==> src/fsp_regs.svh <==
`ifndef FSP_REGS_SVH
`define FSP_REGS_SVH
// byte offsets as printed; some are not multiples of four, so each printed
// offset is an index and the apb byte address is four times it
`define FSP_IDX_ADDR 16'hf090
`define FSP_IDX_DATA_LO 16'hf092
`define FSP_IDX_DATA_HI 16'hf094
`define FSP_IDX_ERASE 16'hf096
`define FSP_IDX_UNLOCK 16'hf098
`define FSP_IDX_SEGMENT 16'hf09a
`define FSP_IDX_SELF 16'hf09c
`define FSP_IDX_STATUS 16'hf09e
// reset values
`define FSP_RST_DATA 16'hffff
`define FSP_RST_ADDR 16'hffff
`define FSP_RST_SEG 5'h10
// segment decode
`define FSP_SEG_DATA_AREA 5'h1f
// erase codes in bits 1..0
`define FSP_ERASE_BLOCK 2'h1
`define FSP_ERASE_SECTOR 2'h2
// unlock key values
`define FSP_KEY_FIRST 8'hfa
`define FSP_KEY_SECOND 8'hf5
// background operation length in pclk cycles
`define FSP_BGO_CYCLES 16'h0040
`endif

==> src/fsp_pkg.sv <==
package fsp_pkg;
  // unlock sequence states
  typedef enum logic [1:0] {
    FSP_KEY_IDLE = 2'b00,
    FSP_KEY_HALF = 2'b01,
    FSP_KEY_ARMED = 2'b10
  } fsp_key_type;
  // flash operation kinds sent to the array engine
  typedef enum logic [2:0] {
    FSP_OP_NONE = 3'b000,
    FSP_OP_PROG_CODE = 3'b001,
    FSP_OP_PROG_DATA = 3'b010,
    FSP_OP_BLOCK_ERASE = 3'b011,
    FSP_OP_SECTOR_ERASE = 3'b100
  } fsp_op_type;
endpackage : fsp_pkg

==> src/fsp_ctrl.sv <==
// Design decision made here: register access over APB.
`timescale 1ns/1ps
`include "fsp_regs.svh"
module fsp_ctrl (
  input wire logic pclk,
  input wire logic presetn,
  input wire logic psel,
  input wire logic penable,
  input wire logic pwrite,
  input wire logic [19:0] paddr,
  input wire logic [31:0] pwdata,
  input wire logic [3:0] pstrb,
  output logic [31:0] prdata,
  output logic pready,
  output logic pslverr,
  input wire logic low_speed_clock, // async level from clock unit
  input wire logic op_done, // same-clock pulse from array engine
  output logic [2:0] op_kind,
  output logic op_start,
  output logic [20:0] op_address,
  output logic [31:0] op_data,
  output logic cpu_stall
);

  // ==========================================================
  // bus decode
  // ==========================================================
  logic access; // access phase of any transfer
  logic wr; // write takes effect this edge
  logic [17:0] idx; // word index = printed offset
  logic hit; // mapped offset
  assign access = psel & penable;
  // a write lands only at the edge that completes the transfer, so a
  // launch or key value is never taken twice during the wait state
  assign wr = access & pwrite & pready;
  assign idx = paddr[19:2];
  assign hit = (idx[15:0] == `FSP_IDX_ADDR) |
               (idx[15:0] == `FSP_IDX_DATA_LO) |
               (idx[15:0] == `FSP_IDX_DATA_HI) |
               (idx[15:0] == `FSP_IDX_ERASE) |
               (idx[15:0] == `FSP_IDX_UNLOCK) |
               (idx[15:0] == `FSP_IDX_SEGMENT) |
               (idx[15:0] == `FSP_IDX_SELF) |
               (idx[15:0] == `FSP_IDX_STATUS);
  logic in_map;
  assign in_map = hit & (idx[17:16] == 2'h0);

  // per-register write strobes
  logic wr_addr, wr_dlo, wr_dhi, wr_erase, wr_key, wr_seg, wr_self;
  assign wr_addr = wr & in_map & (idx[15:0] == `FSP_IDX_ADDR);
  assign wr_dlo = wr & in_map & (idx[15:0] == `FSP_IDX_DATA_LO);
  assign wr_dhi = wr & in_map & (idx[15:0] == `FSP_IDX_DATA_HI);
  assign wr_erase = wr & in_map & (idx[15:0] == `FSP_IDX_ERASE);
  assign wr_key = wr & in_map & (idx[15:0] == `FSP_IDX_UNLOCK);
  assign wr_seg = wr & in_map & (idx[15:0] == `FSP_IDX_SEGMENT);
  assign wr_self = wr & in_map & (idx[15:0] == `FSP_IDX_SELF);

  // ==========================================================
  // low-speed clock synchroniser
  // ==========================================================
  logic [2:0] lsc_sync_q; // three stages, first read only by second
  logic lsc_q; // filtered level
  // capture the async level
  always_ff @(posedge pclk or negedge presetn) begin
    if (!presetn) begin
      lsc_sync_q <= 3'h0;
    end else begin
      lsc_sync_q <= {lsc_sync_q[1:0], low_speed_clock};
    end
  end
  // a change counts once stages two and three agree
  always_ff @(posedge pclk or negedge presetn) begin
    if (!presetn) begin
      lsc_q <= 1'b0;
    end else if (lsc_sync_q[1] == lsc_sync_q[2]) begin
      lsc_q <= lsc_sync_q[2];
    end
  end

  // ==========================================================
  // storage registers
  // ==========================================================
  logic [15:0] data_lo_q, data_hi_q, addr_q;
  logic [4:0] seg_q;
  logic self_en_q;
  logic dbusy_prog_q, dbusy_erase_q; // background busy flags
  logic is_data_area;
  assign is_data_area = (seg_q == `FSP_SEG_DATA_AREA);

  always_ff @(posedge pclk or negedge presetn) begin
    if (!presetn) begin
      data_lo_q <= `FSP_RST_DATA;
    end else if (wr_dlo) begin
      if (pstrb[0]) data_lo_q[7:0] <= pwdata[7:0];
      if (pstrb[1]) data_lo_q[15:8] <= pwdata[15:8];
    end
  end
  // third and fourth bytes, ones at reset
  always_ff @(posedge pclk or negedge presetn) begin
    if (!presetn) begin
      data_hi_q <= `FSP_RST_DATA;
    end else if (wr_dhi) begin
      if (pstrb[0]) data_hi_q[7:0] <= pwdata[7:0];
      if (pstrb[1]) data_hi_q[15:8] <= pwdata[15:8];
    end
  end
  // flash address register, byte lanes
  always_ff @(posedge pclk or negedge presetn) begin
    if (!presetn) begin
      addr_q <= `FSP_RST_ADDR;
    end else if (wr_addr) begin
      if (pstrb[0]) addr_q[7:0] <= pwdata[7:0];
      if (pstrb[1]) addr_q[15:8] <= pwdata[15:8];
    end
  end
  always_ff @(posedge pclk or negedge presetn) begin
    if (!presetn) begin
      seg_q <= `FSP_RST_SEG;
    end else if (wr_seg && pstrb[0]) begin
      seg_q <= pwdata[4:0];
    end
  end
  // enable stays until software clears it
  // writes dropped while on the low-speed clock
  always_ff @(posedge pclk or negedge presetn) begin
    if (!presetn) begin
      self_en_q <= 1'b0;
    end else if (wr_self && pstrb[0] && !lsc_q) begin
      self_en_q <= pwdata[0];
    end
  end

  // ==========================================================
  // start decode
  // ==========================================================
  fsp_pkg::fsp_key_type key_q;
  logic armed, busy, allowed;
  logic req_code, req_data, req_blk, req_sec, req_any;
  assign armed = (key_q == fsp_pkg::FSP_KEY_ARMED);
  // a running engine refuses new starts, whichever area it works on
  assign busy = cpu_stall | dbusy_prog_q | dbusy_erase_q;
  // enable and arm both needed; busy engine also refuses
  assign allowed = self_en_q & armed & ~busy;
  // code area launches on data high word or high byte
  assign req_code = wr_dhi & pstrb[1] & ~is_data_area;
  // data area launches on data low word or low byte
  assign req_data = wr_dlo & pstrb[0] & is_data_area;
  // 01 block, 10 sector, others nothing
  assign req_blk = wr_erase & pstrb[0] & (pwdata[1:0] == `FSP_ERASE_BLOCK);
  assign req_sec = wr_erase & pstrb[0] & (pwdata[1:0] == `FSP_ERASE_SECTOR);
  assign req_any = req_code | req_data | req_blk | req_sec;
  logic start;
  assign start = req_any & allowed;

  // a refused start leaves the arm untouched for a later try

  // ==========================================================
  // unlock sequence
  // ==========================================================
  // 0xfa then 0xf5 arms
  // other traffic leaves the state alone
  // wrong second value drops back to idle
  // arm cleared on start and reset
  // a new key pair is needed per operation
  always_ff @(posedge pclk or negedge presetn) begin
    if (!presetn) begin
      key_q <= fsp_pkg::FSP_KEY_IDLE;
    end else if (start) begin
      key_q <= fsp_pkg::FSP_KEY_IDLE;
    end else if (wr_key && pstrb[0]) begin
      case (key_q)
        fsp_pkg::FSP_KEY_IDLE: begin
          if (pwdata[7:0] == `FSP_KEY_FIRST) key_q <= fsp_pkg::FSP_KEY_HALF;
        end
        fsp_pkg::FSP_KEY_HALF: begin
          // any other value, a repeated first key too, drops the step
          if (pwdata[7:0] == `FSP_KEY_SECOND) begin
            key_q <= fsp_pkg::FSP_KEY_ARMED;
          end else begin
            key_q <= fsp_pkg::FSP_KEY_IDLE;
          end
        end
        fsp_pkg::FSP_KEY_ARMED: begin
          key_q <= fsp_pkg::FSP_KEY_ARMED;
        end
        default: begin
          key_q <= fsp_pkg::FSP_KEY_IDLE;
        end
      endcase
    end
  end

  // ==========================================================
  // operation issue to the array engine
  // ==========================================================
  // erase target from segment and address high byte
  // code programming aligned to four bytes
  // erased cells read ones, programming only clears
  // bits; that is enforced by the array engine, fed here
  always_ff @(posedge pclk or negedge presetn) begin
    if (!presetn) begin
      op_start <= 1'b0;
      op_kind <= fsp_pkg::FSP_OP_NONE;
      op_address <= 21'h0;
      op_data <= 32'hffffffff;
    end else begin
      op_start <= start;
      if (start) begin
        if (req_blk || req_sec) begin
          op_kind <= req_blk ? fsp_pkg::FSP_OP_BLOCK_ERASE :
                     fsp_pkg::FSP_OP_SECTOR_ERASE;
          op_address <= {seg_q, addr_q[15:8], 8'h00};
          op_data <= 32'hffffffff;
        end else if (req_code) begin
          op_kind <= fsp_pkg::FSP_OP_PROG_CODE;
          op_address <= {seg_q, addr_q[15:2], 2'h0};
          op_data <= {(pstrb[1] ? pwdata[15:8] : data_hi_q[15:8]),
                      (pstrb[0] ? pwdata[7:0] : data_hi_q[7:0]),
                      data_lo_q};
        end else begin
          op_kind <= fsp_pkg::FSP_OP_PROG_DATA;
          op_address <= {seg_q, addr_q};
          op_data <= {24'hffffff, pwdata[7:0]};
        end
      end
    end
  end

  // ==========================================================
  // busy tracking
  // ==========================================================
  // set beats clear, so a stray op_done cannot hide a fresh start
  // code operations hold the cpu until done
  always_ff @(posedge pclk or negedge presetn) begin
    if (!presetn) begin
      cpu_stall <= 1'b0;
    end else if (start && !is_data_area) begin
      cpu_stall <= 1'b1;
    end else if (op_done) begin
      cpu_stall <= 1'b0;
    end
  end
  always_ff @(posedge pclk or negedge presetn) begin
    if (!presetn) begin
      dbusy_prog_q <= 1'b0;
    end else if (start && req_data) begin
      dbusy_prog_q <= 1'b1;
    end else if (op_done) begin
      dbusy_prog_q <= 1'b0;
    end
  end
  always_ff @(posedge pclk or negedge presetn) begin
    if (!presetn) begin
      dbusy_erase_q <= 1'b0;
    end else if (start && is_data_area && (req_blk || req_sec)) begin
      dbusy_erase_q <= 1'b1;
    end else if (op_done) begin
      dbusy_erase_q <= 1'b0;
    end
  end

  // ==========================================================
  // read path
  // ==========================================================
  logic [31:0] rdata_d;
  // erase control and unlock read zero
  always_comb begin
    rdata_d = 32'h0;
    case (idx[15:0])
      `FSP_IDX_ADDR: rdata_d = {16'h0, addr_q};
      `FSP_IDX_DATA_LO: rdata_d = {16'h0, data_lo_q};
      `FSP_IDX_DATA_HI: rdata_d = {16'h0, data_hi_q};
      `FSP_IDX_SEGMENT: rdata_d = {27'h0, seg_q};
      `FSP_IDX_SELF: rdata_d = {31'h0, self_en_q};
      `FSP_IDX_STATUS: rdata_d = {30'h0, dbusy_prog_q, dbusy_erase_q};
      default: rdata_d = 32'h0;
    endcase
    if (!in_map) rdata_d = 32'h0;
  end
  // one wait state: answer registered in the access phase
  always_ff @(posedge pclk or negedge presetn) begin
    if (!presetn) begin
      pready <= 1'b0;
      prdata <= 32'h0;
      pslverr <= 1'b0;
    end else begin
      pready <= access & ~pready;
      prdata <= (access & ~pready & ~pwrite) ? rdata_d : 32'h0;
      pslverr <= access & ~pready & ~in_map;
    end
  end

  // ==========================================================
  // checks
  // ==========================================================
  // arm gone after a start
  chk_arm_cleared: assert property (
    @(posedge pclk) disable iff (!presetn)
    start |=> key_q != fsp_pkg::FSP_KEY_ARMED)
    else $error("arm not cleared after start");
  // no start without enable and arm
  chk_start_gated: assert property (
    @(posedge pclk) disable iff (!presetn)
    op_start |-> $past(self_en_q) && $past(armed))
    else $error("start without enable and arm");
  chk_arm_order: assert property (
    @(posedge pclk) disable iff (!presetn)
    $rose(armed) |-> $past(key_q) == fsp_pkg::FSP_KEY_HALF)
    else $error("armed without first key");
  // wrong second key drops the half state
  chk_key_drop: assert property (
    @(posedge pclk) disable iff (!presetn)
    wr_key && pstrb[0] && !start && key_q == fsp_pkg::FSP_KEY_HALF &&
    pwdata[7:0] != `FSP_KEY_SECOND
    |=> key_q == fsp_pkg::FSP_KEY_IDLE)
    else $error("bad second key kept");
  chk_self_frozen: assert property (
    @(posedge pclk) disable iff (!presetn)
    lsc_q |=> self_en_q == $past(self_en_q))
    else $error("enable changed on slow clock");
  chk_erase_rdzero: assert property (
    @(posedge pclk) disable iff (!presetn)
    access && !pwrite && !pready && idx[15:0] == `FSP_IDX_ERASE
    |=> pready && prdata == 32'h0)
    else $error("erase control read not zero");
  chk_prog_busy: assert property (
    @(posedge pclk) disable iff (!presetn)
    start && req_data
    |=> dbusy_prog_q && op_kind == fsp_pkg::FSP_OP_PROG_DATA)
    else $error("data programming not busy");
  chk_code_align: assert property (
    @(posedge pclk) disable iff (!presetn)
    op_start && op_kind == fsp_pkg::FSP_OP_PROG_CODE
    |-> op_address[1:0] == 2'h0 && cpu_stall)
    else $error("code write not aligned");
  // data erase sets its busy flag
  chk_erase_busy: assert property (
    @(posedge pclk) disable iff (!presetn)
    start && is_data_area && (req_blk || req_sec) |=> dbusy_erase_q)
    else $error("data erase not busy");
  chk_code_stall: assert property (
    @(posedge pclk) disable iff (!presetn)
    start && !is_data_area |=> cpu_stall)
    else $error("code operation did not stall");
  // data operations leave the cpu running
  chk_data_nostall: assert property (
    @(posedge pclk) disable iff (!presetn)
    start && is_data_area |=> !cpu_stall)
    else $error("data operation stalled the cpu");

endmodule : fsp_ctrl

==> config.mk <==
export PLATFORM = sky130hd
export DESIGN_NAME = fsp_ctrl
export DESIGN_NICKNAME = d
export VERILOG_FILES = /design/src/fsp_pkg.sv /design/src/fsp_ctrl.sv
export VERILOG_INCLUDE_DIRS = /design/src /design/src/src
export SDC_FILE = /design/constraint.sdc
export NUM_CORES = 1
export LEC_CHECK = 0
export BUFFER_PORTS_ARGS = -buffer_cell sky130_fd_sc_hd__clkbuf_2
export CAP_MARGIN = 20
export CORE_ASPECT_RATIO = 0.7
export CORE_MARGIN = 1
export CORE_UTILIZATION = 58
export CTS_CLUSTER_DIAMETER = 60
export CTS_CLUSTER_SIZE = 20
export DETAILED_ROUTE_END_ITERATION = 12
export GPL_TIMING_DRIVEN = 1
export PLACE_DENSITY = 0.89
export RECOVER_POWER = 25
export SLEW_MARGIN = 20
export SYNTH_ARGS = -nofsm -noshare
export SYNTH_HDL_FRONTEND = slang
export SYNTH_SLANG_ARGS = --single-unit
export TNS_END_PERCENT = 5
==> constraint.sdc <==
create_clock -name pclk -period 3.4 [get_ports pclk]
set_input_delay 0.34 -clock pclk [delete_from_list [all_inputs] [get_ports pclk]]
set_output_delay 0.34 -clock pclk [all_outputs]
set_load 0.02 [all_outputs]
== Word level (Yosys, flattened, before mapping) ==
Index checks and enable logic that the tools add are counted.

* ROM bits: 0
* Memories: 0
* Latch bits: 0
* Register bits: 138
* RAM bits: 0
* Input port bits: 63

* Magnitude comparators: 0
* Add/sub/neg operators: 0
* Divide/modulo/power cells: 0
* Eq/ne operators: 17
* Shift operators: 0
* Multiply operators: 0
* Bitwise logic cells: 42
* Mux-type cells: 21
* Reductions and logical operators: 22

{| class="wikitable"
|+ Operators by type and width
! kind !! number
|-
| equality test 16 bit (second input constant) || 8
|-
| one-hot mux 16 bit (6 select lines) || 1
|-
| 2-to-1 mux 32 bit || 2
|-
| 2-to-1 mux 16 bit || 2
|-
| bitwise AND 1 bit || 25
|-
| 2-to-1 mux 8 bit || 3
|-
| equality test 8 bit (second input constant) || 2
|-
| 2-to-1 mux 2 bit || 6
|-
| OR 1 bit || 12
|-
| AND reduction 2 bit || 5
|-
| logical AND 1 bit || 8
|-
| nonzero test 2 bit || 4
|-
| 2-to-1 mux 3 bit || 2
|-
| one-hot mux 2 bit (3 select lines) || 1
|-
| equality test 5 bit (second input constant) || 1
|-
| NOT 1 bit || 5
|-
| equality test 2 x 1 -> 1 bit (second input constant) || 2
|-
| equality test 2 bit (second input constant) || 2
|-
| zero test 2 bit || 2
|-
| 2-to-1 mux 1 bit || 4
|-
| != test 3 bit (second input constant) || 1
|-
| zero test 1 bit || 2
|-
| equality test 1 bit || 1
|-
| logical OR 1 bit || 1
|}

== Logic depth before layout (Yosys ltp) ==
* Word-level depth: 20
* Depth in mapped cells: 9

== Least setup slack after synthesis ==
OpenSTA, ideal clock, no wires.

* Path type: input port to flip-flop
* Start: input port paddr[7]
* End: register op_address[16]
* Stages on the path: 7
* Buffers on the path: 2
* Arrival time: 2.220 ns
* Library setup time: 0.125 ns
* Slack: 1.055 ns
* Cells stage by stage: or4b_4 > nor3_4 > nand2_2 > o32a_1 > buf_6 > buf_6 > mux2_4

* Longest elaborated chain between the ends: 17

{| class="wikitable"
|+ Ends and longest elaborated chain
! what !! line !! text
|-
| start: declaration || fsp_ctrl.sv:10 || <nowiki>input wire logic [19:0] paddr,</nowiki>
|-
| equality test 16 bit || n/a ||
|-
| OR 1 bit (7 in a row) || fsp_ctrl.sv:37 || <nowiki>assign hit = (idx[15:0] == `FSP_IDX_ADDR) |</nowiki>
|-
| bitwise AND 1 bit || fsp_ctrl.sv:46 || <nowiki>assign in_map = hit & (idx[17:16] == 2'h0);</nowiki>
|-
| bitwise AND 1 bit || fsp_ctrl.sv:51, fsp_ctrl.sv:52, fsp_ctrl.sv:53 ||
|-
| bitwise AND 1 bit (on tied branches) || fsp_ctrl.sv:52, fsp_ctrl.sv:51 ||
|-
| bitwise AND 1 bit (on tied branches) (2 in a row) || fsp_ctrl.sv:145, fsp_ctrl.sv:147 ||
|-
| OR 1 bit (2 in a row) || fsp_ctrl.sv:151 || <nowiki>assign req_any = req_code | req_data | req_blk | req_sec;</nowiki>
|-
| OR 1 bit * || fsp_ctrl.sv:151 ||
|-
| bitwise AND 1 bit * || fsp_ctrl.sv:153 || <nowiki>assign start = req_any & allowed;</nowiki>
|-
| end signal: assignment || fsp_ctrl.sv:212 || <nowiki>op_address <= {seg_q, addr_q[15:8], 8'h00};</nowiki>
|-
| end signal: assignment || fsp_ctrl.sv:216 || <nowiki>op_address <= {seg_q, addr_q[15:2], 2'h0};</nowiki>
|-
| end signal: assignment || fsp_ctrl.sv:222 || <nowiki>op_address <= {seg_q, addr_q};</nowiki>
|-
| end: declaration || fsp_ctrl.sv:20 || <nowiki>output logic [20:0] op_address,</nowiki>
|}

Every way passes the cells marked *; elsewhere a longest branch is shown, timed or not.
A chain may end at the register's enable or synchronous reset.

== Worst setup path after layout ==
* Start: register dbusy_prog_q
* End: register op_address[8]

* Longest elaborated chain between the ends: 5

{| class="wikitable"
|+ Ends and longest elaborated chain
! what !! line !! text
|-
| start: declaration || fsp_ctrl.sv:86 || <nowiki>logic dbusy_prog_q, dbusy_erase_q;</nowiki>
|-
| start signal: assignment || fsp_ctrl.sv:245 || <nowiki>dbusy_prog_q <= 1'b0;</nowiki>
|-
| start signal: assignment || fsp_ctrl.sv:247 || <nowiki>dbusy_prog_q <= 1'b1;</nowiki>
|-
| start signal: assignment || fsp_ctrl.sv:249 || <nowiki>dbusy_prog_q <= 1'b0;</nowiki>
|-
| OR 1 bit (2 in a row) || fsp_ctrl.sv:141 || <nowiki>assign busy = cpu_stall | dbusy_prog_q | dbusy_erase_q;</nowiki>
|-
| NOT 1 bit || fsp_ctrl.sv:143 || <nowiki>assign allowed = self_en_q & armed & ~busy;</nowiki>
|-
| bitwise AND 1 bit || fsp_ctrl.sv:143 ||
|-
| bitwise AND 1 bit || fsp_ctrl.sv:153 ||
|}

Every way passes these cells.

==> impl_metrics.csv <==
group,metric,value,unit
floorplanning,core-area,11000,um2
grt,grt_pass1_vias,4658,
placed_design,numPortBuffers,118,
floorplanning,die-area,11700,um2
route,first_pass_iters,5,
synth,synth_flop_cell,"dfstp_2",
synth,syn_avg_cell_area,13.1,um2
synth,synth_area,6540,um2
worst_setup_path,worstPathRequired,3700,ps
route,drt-total-wl,15400,um
route,ant_nets,0,
route,post_drt_wl_per_cell,19.5,um
worst_setup_path,critPathLaunch,"dbusy_prog_q$_DFFE_PN0P_",
clocking,cts.sinks,138,
placed_design,globalplace.congestion,0.915,
run_status,violations,"capacitance limit, slew limit",
route,via_per_inst,5.79,
clocking,cts_tree,"yes",
sta,finalClockSkew,7.50,ps
sta,max_slew_margin,-0.359,
hold_path,hold_start,"low_speed_clock",
grt,grt_max_degree,86,
sta,rsz0062_at_grt,"false",
sta,setup_ws,878,ps
grt,grt_antenna_before_repair,0,
worst_setup_path,worstReg2RegStart,"dbusy_prog_q$_DFFE_PN0P_",
power_and_ir_drop,total_power,3690,uW
synth,syn_inst,499,
clocking,max-clock-path-buffers,2,
run,timing.max_cap.violations,1,
floorplanning,io_pins,155,
clocking,clock_latency,420,ps
clocking,cts_htree_levels,4,
placed_design,post-dp-hpwl,10700,um
hold_path,worstHoldPathType,"input port to flop",
synth,ys_seq_elements,138,
grt,grt_use_total,0.285,
floorplanning,initial_utilization,0.594,
sta,setup_viol,0,
clocking,cts_buffers,17,
synth,async_reset_ff_frac,1.00,
sta,fin_setup_tns,0,ps
synth,ys_types,60,
route,drc,0,
cells_and_area,antennaDiodeCount,0,
clocking,postCtsSetupBuffers,0,
clocking,ctsRootBufferMaster,"clkbuf_16",
worst_setup_path,worstSetupPathType,"flop to flop",
clocking,ctsHoldBuffers,0,
sta,finalHoldViolations,0,
floorplanning,row_count,32,
placed_design,pre_cts_ws,582,ps
sta,fin_crit_sh,0.742,
cells_and_area,final_common_cell,"clkbuf_2",
sta,fmax,397,MHz
synth,synth_edf_count,0,
floorplanning,fp.dieW,129,um
floorplanning,die_h,90.8,um
power_and_ir_drop,leakage,0.00373,uW
clocking,clkTransAtPathRegs,60,ps
worst_setup_path,start_kind,"flop",
sta,drv_slew,85,
cells_and_area,most-common-layout-cells,"clkbuf_2 (118), dfstp_2 (81), mux2_2 (73)",
cells_and_area,fin_nets,688,
clocking,post_cts_resized,0,
power_and_ir_drop,power.density,469,nW/um2
power_and_ir_drop,irDropWorstVdd,0.359,mV
route,dr.first_iter.drc_count,438,
sta,fin_crit,2520,ps
cells_and_area,drive_gt1_frac,0.566,
grt,grt-ovfl-total,0,
worst_setup_path,arrival,2820,ps
route,vias,4582,
worst_setup_path,crit_fanout,42,
cells_and_area,syn2layout_area_growth,20.1,%
worst_setup_path,crit_path_end_kind,"flop",
run_status,status,"finished, violations left",
synth,ys_warn_count,0,
sta,tightest_slew,2040,ps
grt,grt_pass1_wl,24700,um
synth,synth-seq-area-share,0.544,
-- flip-flops by register name, indices dropped and copies added (netlist names), 5 cells and up --
register and flops:
op_address 21, data_lo_q 16, prdata 16, seg_q 5
addr_q 16, data_hi_q 16, op_data 32
-- final timing paths --
check                                            endpoint  slack [ps]  cells after the start
worst min register to register    lsc_sync_q[1]$_DFF_PN0_         360                      0
worst max-delay path            op_address[8]$_DFFE_PN0N_         880                      6
worst min-delay path              lsc_sync_q[0]$_DFF_PN0_          30                      1
worst max register to register  op_address[8]$_DFFE_PN0N_         880                      6
max in group asynchronous             prdata[3]$_DFF_PN0_        1700                      1
min in group asynchronous       op_address[7]$_DFFE_PN0N_         510                      1
-- where the power goes --
group / internal [uW] / switching, uW / total, uW
Clock: 1160 / 722 / 1880
Combinational: 44.0 / 105 / 149
Sequential: 1650 / 2.39 / 1650
-- layer usage --
layer  share of wire  global-route usage
met3           0.074              0.0782
met1            0.44               0.394
met5               0                   0
met2            0.47               0.430
met4           0.013               0.101
-- worst max-delay path, cell delays in order, from the launching register on --
cell	delay (ps)
dfrtp_1	400
or4b_1	550
nor2_1	280
nand2_1	80
o32a_2	340
buf_4	340
mux2_2	370
-- stage by stage --
| step | hold WS [ps] | instances | utilization | area, um2 |
|---|---|---|---|---|
| after floorplan | 44.4 | 514 | - | 6590 |
| after CTS | 17.4 | 791 | 0.714 | 7860 |
| after global placement | 338 | 759 | 0.659 | 7260 |
| after global routing | 21.0 | 791 | 0.713 | 7850 |
| final | 25.3 | 791 | 0.713 | 7850 |
| after detailed placement | 345 | 759 | 0.659 | 7260 |
-- cell type report --
| type | instances | area (um2) |
|---|---|---|
| fill | 740 | 3160 |
| multi-input combinational | 316 | 2720 |
| clock buffer | 19 | 433 |
| tap | 153 | 191 |
| timing repair buffer | 134 | 723 |
| clock inverter | 13 | 166 |
| sequential | 138 | 3550 |
| inverter | 18 | 67.6 |
-- kinds of logic after synthesis --
family	synth area share
AOI/OAI and AO/OA	0.0591
buffers and inverters	0.0507
other	0.000574
DFF	0.544
xor gates and xnor gates	0.00134
adders and majority gates	0.00153
and+or+nand+nor	0.107
muxes	0.236
-- cell usage after synthesis (2+ instances only) --
| cell | count | share of area |
|---|---|---|
| buf_4 | 17 | 0.020 |
| or4b_2 | 2 | 0.0031 |
| a21oi_1 | 6 | 0.0046 |
| nand4_1 | 5 | 0.0048 |
| nor4_1 | 5 | 0.0048 |
| a22o_1 | 3 | 0.0040 |
| nand2b_1 | 13 | 0.012 |
| and2_1 | 2 | 0.0019 |
| mux2i_1 | 24 | 0.037 |
| clkbuf_1 | 15 | 0.0086 |
| o21ai_0 | 3 | 0.0023 |
| or4b_1 | 2 | 0.0031 |
| nand3_1 | 5 | 0.0038 |
| buf_6 | 5 | 0.0086 |
| inv_1 | 18 | 0.010 |
| dfrtp_1 | 57 | 0.22 |
| o22ai_1 | 2 | 0.0019 |
| dfstp_2 | 81 | 0.33 |
| nor3_1 | 2 | 0.0015 |
| nor2_1 | 21 | 0.012 |
| nor4b_1 | 2 | 0.0027 |
| mux2_4 | 32 | 0.073 |
| nor2b_1 | 3 | 0.0029 |
| or2_2 | 2 | 0.0019 |
| nor3b_1 | 3 | 0.0034 |
| nand4b_1 | 4 | 0.0054 |
| a2bb2oi_1 | 8 | 0.011 |
| mux2_2 | 73 | 0.13 |
| nand2_1 | 37 | 0.021 |
| a222oi_1 | 14 | 0.021 |
| buf_2 | 4 | 0.0031 |
(Power assumes the default switching activity.)
